**src/logic/ssw_pkg.sv**
```systemverilog
// Constants for the secure starvation watchdog
package ssw_pkg;
	// Timeout period in microseconds and derived cycle count at 100 MHz
	localparam int unsigned CLK_MHZ = 100;
	localparam int unsigned TIMEOUT_US = 1000;
	localparam int unsigned TIMEOUT_CYC = TIMEOUT_US * CLK_MHZ;
	localparam int CNT_W = 32;
	localparam logic [31:0] CNT_RESET = 32'h0000_0000;
	// Counter value at which a stage expires
	localparam logic [31:0] CNT_LAST = 32'h0000_0001;
	// One-hot escalation states
	typedef enum logic [3:0] {
		SSW_IDLE = 4'h1,
		SSW_RUN = 4'h2,
		SSW_IRQ = 4'h4,
		SSW_VIOL = 4'h8
	} ssw_state_t;
endpackage : ssw_pkg

```
**src/logic/ssw_secure_starvation_watchdog.sv**
```systemverilog
// Secure starvation watchdog: timeout counter with two-stage escalation
`timescale 1ns/1ns
module ssw_secure_starvation_watchdog #(
	parameter logic [31:0] TIMEOUT_CYCLES = 32'(ssw_pkg::TIMEOUT_CYC)
) (
	// Clock and reset
	input wire logic ref_clk,
	input wire logic rst_n,
	// Requests from the processor side, one-cycle pulses
	input wire logic activate,
	input wire logic deactivate,
	input wire logic service,
	input wire logic req_secure,
	input wire logic cfg_wr,
	input wire logic [31:0] cfg_period,
	// Status and escalation outputs
	output logic active,
	output logic secure_world_irq,
	output logic security_policy_unit_violation
);
	// Escalation state, running period and countdown
	ssw_pkg::ssw_state_t state_q;
	ssw_pkg::ssw_state_t state_d;
	logic [31:0] period_q;
	logic [31:0] period_d;
	logic [31:0] cnt_q;
	logic [31:0] cnt_d;
	logic irq_q;
	logic irq_d;
	logic viol_q;
	logic viol_d;
	// Next values of the registered outputs
	logic active_d;
	logic irq_out_d;
	logic viol_out_d;
	// Qualified requests and status
	logic sec_service;
	logic sec_act;
	logic sec_deact;
	logic sec_cfg;
	logic running;
	logic expired;

	// A request counts only when the secure qualifier stands in the same cycle
	function automatic logic ssw_secure_req(
		input logic req,
		input logic secure
	);
		ssw_secure_req = req && secure;
	endfunction : ssw_secure_req

	// Normal-world requests die here, so later logic never sees them
	assign sec_service = ssw_secure_req(service, req_secure);
	assign sec_act = ssw_secure_req(activate, req_secure);
	assign sec_deact = ssw_secure_req(deactivate, req_secure);
	// A zero period would wrap and expire only after 2^32 - 1 cycles, so such a write is dropped
	assign sec_cfg = ssw_secure_req(cfg_wr, req_secure)
		&& (cfg_period != 32'h0000_0000);
	assign running = (state_q != ssw_pkg::SSW_IDLE);
	assign expired = (cnt_q == ssw_pkg::CNT_LAST);

	// Period group: a new period only takes effect at the next reload
	always_comb
	begin
		period_d = period_q;
		if (sec_cfg)
		begin
			period_d = cfg_period;
		end
	end

	always_ff @(posedge ref_clk or negedge rst_n)
	begin
		if (!rst_n)
		begin
			period_q <= TIMEOUT_CYCLES;
		end
		else
		begin
			period_q <= period_d;
		end
	end

	// State group: deactivate outranks service, service outranks expiry
	always_comb
	begin
		state_d = state_q;
		unique case (state_q)
			ssw_pkg::SSW_IDLE:
			begin
				if (sec_act)
				begin
					state_d = ssw_pkg::SSW_RUN;
				end
			end
			ssw_pkg::SSW_RUN:
			begin
				if (sec_deact)
				begin
					state_d = ssw_pkg::SSW_IDLE;
				end
				else if (sec_service)
				begin
					state_d = ssw_pkg::SSW_RUN;
				end
				else if (expired)
				begin
					state_d = ssw_pkg::SSW_IRQ;
				end
			end
			ssw_pkg::SSW_IRQ:
			begin
				if (sec_deact)
				begin
					state_d = ssw_pkg::SSW_IDLE;
				end
				else if (sec_service)
				begin
					state_d = ssw_pkg::SSW_RUN;
				end
				else if (expired)
				begin
					state_d = ssw_pkg::SSW_VIOL;
				end
			end
			ssw_pkg::SSW_VIOL:
			begin
				// Violation is sticky until service or secure deactivation
				if (sec_deact)
				begin
					state_d = ssw_pkg::SSW_IDLE;
				end
				else if (sec_service)
				begin
					state_d = ssw_pkg::SSW_RUN;
				end
			end
		endcase
	end

	always_ff @(posedge ref_clk or negedge rst_n)
	begin
		if (!rst_n)
		begin
			state_q <= ssw_pkg::SSW_IDLE;
		end
		else
		begin
			state_q <= state_d;
		end
	end

	// Counter group: counts down to one, then reloads for the next stage
	always_comb
	begin
		cnt_d = cnt_q;
		if (!running)
		begin
			if (sec_act)
			begin
				cnt_d = period_q;
			end
		end
		else if (sec_deact)
		begin
			cnt_d = ssw_pkg::CNT_RESET;
		end
		else if (sec_service)
		begin
			cnt_d = period_q;
		end
		else if (expired)
		begin
			cnt_d = period_q;
		end
		else
		begin
			cnt_d = cnt_q - 32'h0000_0001;
		end
	end

	always_ff @(posedge ref_clk or negedge rst_n)
	begin
		if (!rst_n)
		begin
			cnt_q <= ssw_pkg::CNT_RESET;
		end
		else
		begin
			cnt_q <= cnt_d;
		end
	end

	// Escalation group: both flags are levels cleared only by service or deactivate
	always_comb
	begin
		irq_d = irq_q;
		viol_d = viol_q;
		if (running)
		begin
			if (sec_deact)
			begin
				irq_d = 1'b0;
				viol_d = 1'b0;
			end
			else if (sec_service)
			begin
				irq_d = 1'b0;
				viol_d = 1'b0;
			end
			else if (expired)
			begin
				if (state_q == ssw_pkg::SSW_RUN)
				begin
					irq_d = 1'b1;
				end
				else
				begin
					viol_d = 1'b1;
				end
			end
		end
	end

	always_ff @(posedge ref_clk or negedge rst_n)
	begin
		if (!rst_n)
		begin
			irq_q <= 1'b0;
			viol_q <= 1'b0;
		end
		else
		begin
			irq_q <= irq_d;
			viol_q <= viol_d;
		end
	end

	// Output group: taken from next values so pins line up with the state registers
	always_comb
	begin
		active_d = (state_d != ssw_pkg::SSW_IDLE);
		irq_out_d = irq_d;
		viol_out_d = viol_d;
	end

	always_ff @(posedge ref_clk or negedge rst_n)
	begin
		if (!rst_n)
		begin
			active <= 1'b0;
			secure_world_irq <= 1'b0;
			security_policy_unit_violation <= 1'b0;
		end
		else
		begin
			active <= active_d;
			secure_world_irq <= irq_out_d;
			security_policy_unit_violation <= viol_out_d;
		end
	end
endmodule : ssw_secure_starvation_watchdog

```
**config.mk**
```make
export PLATFORM = sky130hd
export DESIGN_NAME = ssw_secure_starvation_watchdog
export DESIGN_NICKNAME = d
export VERILOG_FILES = /design/src/logic/ssw_pkg.sv /design/src/logic/ssw_secure_starvation_watchdog.sv
export SDC_FILE = /design/constraint.sdc
export NUM_CORES = 1
export LEC_CHECK = 0
export BUFFER_PORTS_ARGS = -buffer_cell sky130_fd_sc_hd__buf_2
export CAP_MARGIN = 20
export CORE_MARGIN = 2
export CORE_UTILIZATION = 45
export CTS_CLUSTER_SIZE = 28
export DETAILED_ROUTE_END_ITERATION = 10
export GPL_ROUTABILITY_DRIVEN = 0
export MAX_ROUTING_LAYER = met4
export PLACE_DENSITY = 0.66
export SKIP_CTS_REPAIR_TIMING = 1
export SLEW_MARGIN = 30
export SYNTH_ARGS = -nofsm -noshare
export SYNTH_HDL_FRONTEND = slang
export SYNTH_SLANG_ARGS = --single-unit
```
**constraint.sdc**
```tcl
create_clock -name ref_clk -period 7.3 [get_ports ref_clk]
set_clock_uncertainty 0.1 [all_clocks]
set_input_delay 1.095 -clock ref_clk [delete_from_list [all_inputs] [get_ports ref_clk]]
set_output_delay 1.095 -clock ref_clk [all_outputs]
set_load 0.05 [all_outputs]
```
==> impl_metrics.env, run 1 <==
export IMPL_die_w_um=96.75
export IMPL_crit_path_cell_trace="or4_4 -> or4_4 -> or4_4 -> nand2_1 -> o21ai_0 -> a221o_1"
export IMPL_finalHoldViolCount=0
export IMPL_ioPinCount=42
export IMPL_stdcell_count=539
export IMPL_crit_cells=6
export IMPL_synthTopCellsByArea="dfrtp_1 (41%), mux2_2 (9.3%), dfstp_2 (4.8%), nand2_1 (4.4%), mux2i_1 (3.4%)"
export IMPL_cts_sinks=71
export IMPL_n_fill_cell=786
export IMPL_drive_gt1_share_pct=25.58
export IMPL_hold_ws_ns=0.4063
export IMPL_vias=3339
export IMPL_critPathTopFamily="simple AND/OR/NAND/NOR gates"
export IMPL_grt_overflow=0
export IMPL_synth_top_area_share_pct=41.37
export IMPL_antenna_found_initial=0
export IMPL_dp_cells=523
export IMPL_multi_input_area_um2=1968
export IMPL_slew_violations=0
export IMPL_via_per_inst=6.195
export IMPL_period_share_pct=45.94
export IMPL_h_tree_depth=3
export IMPL_outcome="finished, final reports clean"
export IMPL_rsz0062_at_grt="false"
export IMPL_netlist_instances=396
export IMPL_first_global_vias=3305
export IMPL_yosysTopAreaCell="dfrtp_1"
export IMPL_worstHoldStart="secure_world_irq$_DFFE_PN0P_"
export IMPL_worstPathArrival_ns=3.49
export IMPL_cts_root_buf="clkbuf_8"
export IMPL_synthArstFlopShare_pct=100.0
export IMPL_period_minus_slack_ns=3.354
export IMPL_drtIter0Drc=208
export IMPL_synth_cell_types=55
export IMPL_wl_per_cell_um=17.67
export IMPL_ys_seq_area_share_pct=46.12
export IMPL_yosys_warnings=0
export IMPL_final_cell_mix="dfrtp_1 (64), nand2_1 (45), buf_2 (41), mux2_2 (32), nor2_1 (27)"
export IMPL_syn_area_um2=3871
export IMPL_synth_seq_cells=71
export IMPL_power_density_nw_per_um2=325.2
export IMPL_crit_slowest_cell="nand2_1"
export IMPL_nets=470
export IMPL_portBuffers=41
export IMPL_cts_buffers=9
export IMPL_cts_tree="done"
export IMPL_initial_utilization_pct=46.88
export IMPL_row_count=33
export IMPL_synth_edf_count=0
export IMPL_die_y_um=96.75
export IMPL_cp_common_cell="or4_4"
export IMPL_avgSynthCellArea_um2=9.776
export IMPL_rr_worst_depth=6
export IMPL_critPathKind="register to register"
export IMPL_hold_depth=1
export IMPL_area_delta_synth_final_pct=12.51
export IMPL_clk_pin_slew_ns=0.07
export IMPL_ys_flop_type="dfrtp_1"
export IMPL_worst_r2r_startpoint="cnt_q[24]$_DFFE_PN0P_"
export IMPL_critPathBufInv=0
export IMPL_fmax_mhz=298.2
export IMPL_ant_nets=0
export IMPL_power_leakage_nw=1.855
export IMPL_grtUsageTotal_pct=21.69
export IMPL_clk_path_buf_depth=2
export IMPL_synth_nets=437
export IMPL_slowest_delay_ns=0.57
export IMPL_dieArea_um2=9361
export IMPL_max_cap_viol_count=0
export IMPL_cp_end_kind="register"
export IMPL_setup_viol=0
export IMPL_hold_class="register to register"
export IMPL_dp_hpwl_um=6638
export IMPL_tightest_slew_ns=0.9229
export IMPL_worst_slew_margin_rel_pct=38.47
export IMPL_first_pass_iters=5
export IMPL_power_w=0.001416
export IMPL_grt_max_degree=72
export IMPL_crit_fanout=21
export IMPL_coreArea_um2=8258
export IMPL_final_common_cell="dfrtp_1"
export IMPL_crit_required_ns=7.43
export IMPL_crit_start="cnt_q[24]$_DFFE_PN0P_"
export IMPL_drc=0
export IMPL_critPathLaunchType="register"
export IMPL_diodes=0
export IMPL_ir_drop_mv=0.1244
export IMPL_clock_latency_ns=0.35
export IMPL_regArea_um2=1785
export IMPL_grt_pass1_wl_um=16110
export IMPL_wirelength_um=9526
export IMPL_final_setup_tns_ns=0
-- power breakdown --
group          total [W]  switching (W)  leakage (nW)  internal [W]
registers       0.000613       0.000115         0.868      0.000499
logic           0.000466       0.000278         0.878      0.000188
clock network   0.000337       0.000150         0.109      0.000186
total            0.00142       0.000544          1.86      0.000873
-- final cells by class --
type	count	area share, %
inverter	6	0.5171
clock inverter	4	1.178
sequential	71	40.99
multi-input combinational	297	45.19
timing repair buffer	44	5.315
clock buffer	12	3.792
tap	105	3.016
-- per-stage QoR --
stage | setup slack (ns) | cell area (um2) | utilization [%]
global route | 3.845 | 4355 | 52.74
detailed placement | 4.012 | 4126 | 49.97
global placement | 3.986 | 4123 | 49.92
floorplan | 4.374 | 3871 | -
CTS | 3.980 | 4343 | 52.59
finish | 3.946 | 4355 | 52.74
-- cell families (layout without fill, tap and decap cells) --
family                     after synthesis  after routing  synth area share [%]
muxes                                   45             45                 12.67
and+or+nand+nor                        162            162                 21.53
adders and majority gates                2              2                0.6463
xor gates and xnor gates                 6              6                 1.357
AOI/OAI and AO/OA                       82             82                 14.32
DFF                                     71             71                 46.12
buffers and inverters                   28             66                 3.361
-- flip-flops by register name, indices dropped and copies added (netlist names) --
signal,flops
state_q,4
cnt_q,32
secure_world_irq,1
security_policy_unit_violation,1
period_q,32
active,1
-- worst paths after layout --
check / to / slack [ns]
max: cnt_q[7]$_DFFE_PN0P_ / 3.95
min: secure_world_irq$_DFFE_PN0P_ / 0.41
max reg2reg: cnt_q[7]$_DFFE_PN0P_ / 3.95
min reg2reg: secure_world_irq$_DFFE_PN0P_ / 0.41
max in group asynchronous: cnt_q[4]$_DFFE_PN0P_ / 5.88
min in group asynchronous: security_policy_unit_violation$_DFFE_PN0P_ / 0.73
-- per-layer routing --
metal | track usage [%] | routed length, um
met1 | 28.83 | 4348
met2 | 33.12 | 4497
met3 | 4.697 | 523
met4 | 7.476 | 156
met5 | - | 0
-- Yosys cell counts, types with 8 or more instances --
cell type / count
a31oi_1: 8
nor4_1: 18
mux2_2: 32
dfrtp_1: 64
a21oi_1: 12
mux2i_1: 13
o21ai_0: 23
nor2_1: 28
clkbuf_1: 16
nand3_1: 11
nand2_1: 45
o2bb2ai_1: 8
nor3_1: 21
Power figures use the tool's default switching activity.
==> run 2: changes to the inputs <==
PLACE_DENSITY = 0.68   (was 0.66)
clock period = 3 ns   (was 7.3 ns; I/O delays follow)
==> run 2 against run 1 <==
Global-route usage rose by 0.19 points. Maximum frequency rose by 13%. Via count rose by 1.6%. Critical path depth fell by 1. Final area rose by 3.0%. Worst setup slack got worse by 3.9 ns. Critical path type unchanged. Sequential cell count did not move. Core utilization rose by 1.6 points. Worst hold slack got worse by 0.33 ns. Wire length rose by 0.19%. Largest cell class unchanged.
==> impl_metrics.env, run 2 (same netlist as run 1, synthesis figures left out) <==
export IMPL_worstPathArrival_ns=3.08
export IMPL_critPathKind="register to register"
export IMPL_critPathLaunchType="register"
export IMPL_final_common_cell="dfrtp_1"
export IMPL_wl_per_cell_um=17.13
export IMPL_reg_top3="cnt_q: 32 flops, period_q: 32 flops, state_q: 4 flops"
export IMPL_p_comb_share_pct=35.7
export IMPL_ir_drop_mv=0.3291
export IMPL_cp_common_cell="or4_4"
export IMPL_via_per_inst=6.092
export IMPL_drive_gt1_share_pct=27.65
export IMPL_cts_sinks=71
export IMPL_drtIter0Drc=247
export IMPL_dp_hpwl_um=6910
export IMPL_nets=488
export IMPL_cts_root_buf="clkbuf_8"
export IMPL_first_global_vias=3271
export IMPL_hold_ws_ns=0.08034
export IMPL_coreArea_um2=8258
export IMPL_area_delta_synth_final_pct=15.87
export IMPL_cts_tree="done"
export IMPL_finalHoldViolCount=0
export IMPL_clk_pin_slew_ns=0.08
export IMPL_slowest_delay_ns=0.57
export IMPL_crit_required_ns=3.12
export IMPL_rr_worst_depth=5
export IMPL_crit_path_cell_trace="or4_4 -> or4_4 -> or4_4 -> a31o_2 -> or4b_1"
export IMPL_timing_reg2reg_setup_slack_ns=0.04
export IMPL_worst_r2r_startpoint="cnt_q[24]$_DFFE_PN0P_"
export IMPL_grt_pass1_wl_um=16210
export IMPL_cts_buffers=9
export IMPL_regArea_um2=1785
export IMPL_rsz0062_at_grt="true"
export IMPL_dpl_instance_area_um2=4283
export IMPL_period_share_pct=98.64
export IMPL_p_int_w=0.002167
export IMPL_die_y_um=96.75
export IMPL_initial_utilization_pct=46.88
export IMPL_row_count=33
export IMPL_die_w_um=96.75
export IMPL_ant_nets=0
export IMPL_portBuffers=41
export IMPL_clk_path_buf_depth=2
export IMPL_drc=0
export IMPL_diodes=0
export IMPL_period_minus_slack_ns=2.959
export IMPL_setup_ws_ns=0.04084
export IMPL_crit_cells=5
export IMPL_slew_violations=0
export IMPL_grt_max_degree=39
export IMPL_clock_latency_ns=0.35
export IMPL_reg2reg_to="active$_DFF_PN0_"
export IMPL_cp_end_kind="register"
export IMPL_power_w=0.003512
export IMPL_h_tree_depth=3
export IMPL_max_cap_viol_count=0
export IMPL_hold_class="input port to async pin"
export IMPL_grtUsageTotal_pct=21.88
export IMPL_outcome="finished, final reports clean"
export IMPL_critPathTopFamily="simple AND/OR/NAND/NOR gates"
export IMPL_crit_start="cnt_q[24]$_DFFE_PN0P_"
export IMPL_power_density_nw_per_um2=782.9
export IMPL_crit_slowest_cell="or4_4"
export IMPL_endpoint="active$_DFF_PN0_"
export IMPL_seq_power_share_pct=42.1
export IMPL_crit_fanout=8
export IMPL_critPathBufInv=0
export IMPL_pwr_share_clk_pct=22.2
export IMPL_first_pass_iters=5
export IMPL_p_sw_w=0.001344
export IMPL_wirelength_um=9544
export IMPL_multi_input_area_um2=1961
export IMPL_tightest_slew_ns=0.8818
export IMPL_worst_slew_margin_rel_pct=40.99
export IMPL_n_fill_cell=756
export IMPL_power_leakage_nw=1.940
export IMPL_fin_util_pct=54.32
export IMPL_final_area_um2=4486
export IMPL_place_ws_ns=0.06841
export IMPL_fmax_mhz=337.9
export IMPL_setup_viol=0
export IMPL_ioPinCount=42
export IMPL_dieArea_um2=9361
export IMPL_grt_overflow=0
export IMPL_final_cell_mix="dfrtp_1 (64), nand2_1 (45), buf_2 (41), mux2_2 (32), nor2_1 (28)"
export IMPL_switching_share_pct=38.28
export IMPL_antenna_found_initial=0
export IMPL_vias=3393
==> run 2: cell types whose count changed in the layout (fill, tap and decap cells not counted), sizes merged <==
cell    before  now
clkbuf      12   11
clkinv       1    2
buf         44   62
==> run 2: metal layers <==
layer  vias up  wire length, um  global-route usage (%)
li1       1588                -                       -
met1      1665             4376                   30.06
met2       123             4496                   32.64
met3        17              494                   3.685
met4         0              176                   8.451
met5         -                0                       -
==> run 2: worst min path at each step <==
stage,start,to
5_1_grt,rst_n,state_q[3]$_DFF_PN0_
6_report,rst_n,state_q[3]$_DFF_PN0_
3_3_place_gp,period_q[23]$_DFFE_PN0P_,cnt_q[23]$_DFFE_PN0P_
2_1_floorplan,rst_n,active$_DFF_PN0_
3_5_place_dp,period_q[25]$_DFFE_PN0P_,cnt_q[25]$_DFFE_PN0P_
4_1_cts,rst_n,security_policy_unit_violation$_DFFE_PN0P_
==> run 2: power groups by stage <==
stage          logic (W)  registers (W)  clock network, W
3_5_place_dp     0.00124        0.00149                 0
3_3_place_gp     0.00120        0.00148                 0
2_1_floorplan   0.000867        0.00143                 0
6_report         0.00125        0.00148          0.000779
5_1_grt          0.00139        0.00152          0.000837
4_1_cts          0.00124        0.00147          0.000799
==> run 2: layout make-up <==
class	count	area share, %
clock inverter	5	1.255
inverter	6	0.5021
tap	105	2.929
timing repair buffer	62	8.647
sequential	71	39.80
multi-input combinational	297	43.71
clock buffer	11	3.152
==> run 2: stage by stage <==
stage               cells  TNS [ns]
finish                557         0
global route          557  -0.04200
CTS                   557         0
detailed placement    541         0
global placement      541         0
floorplan             396         0
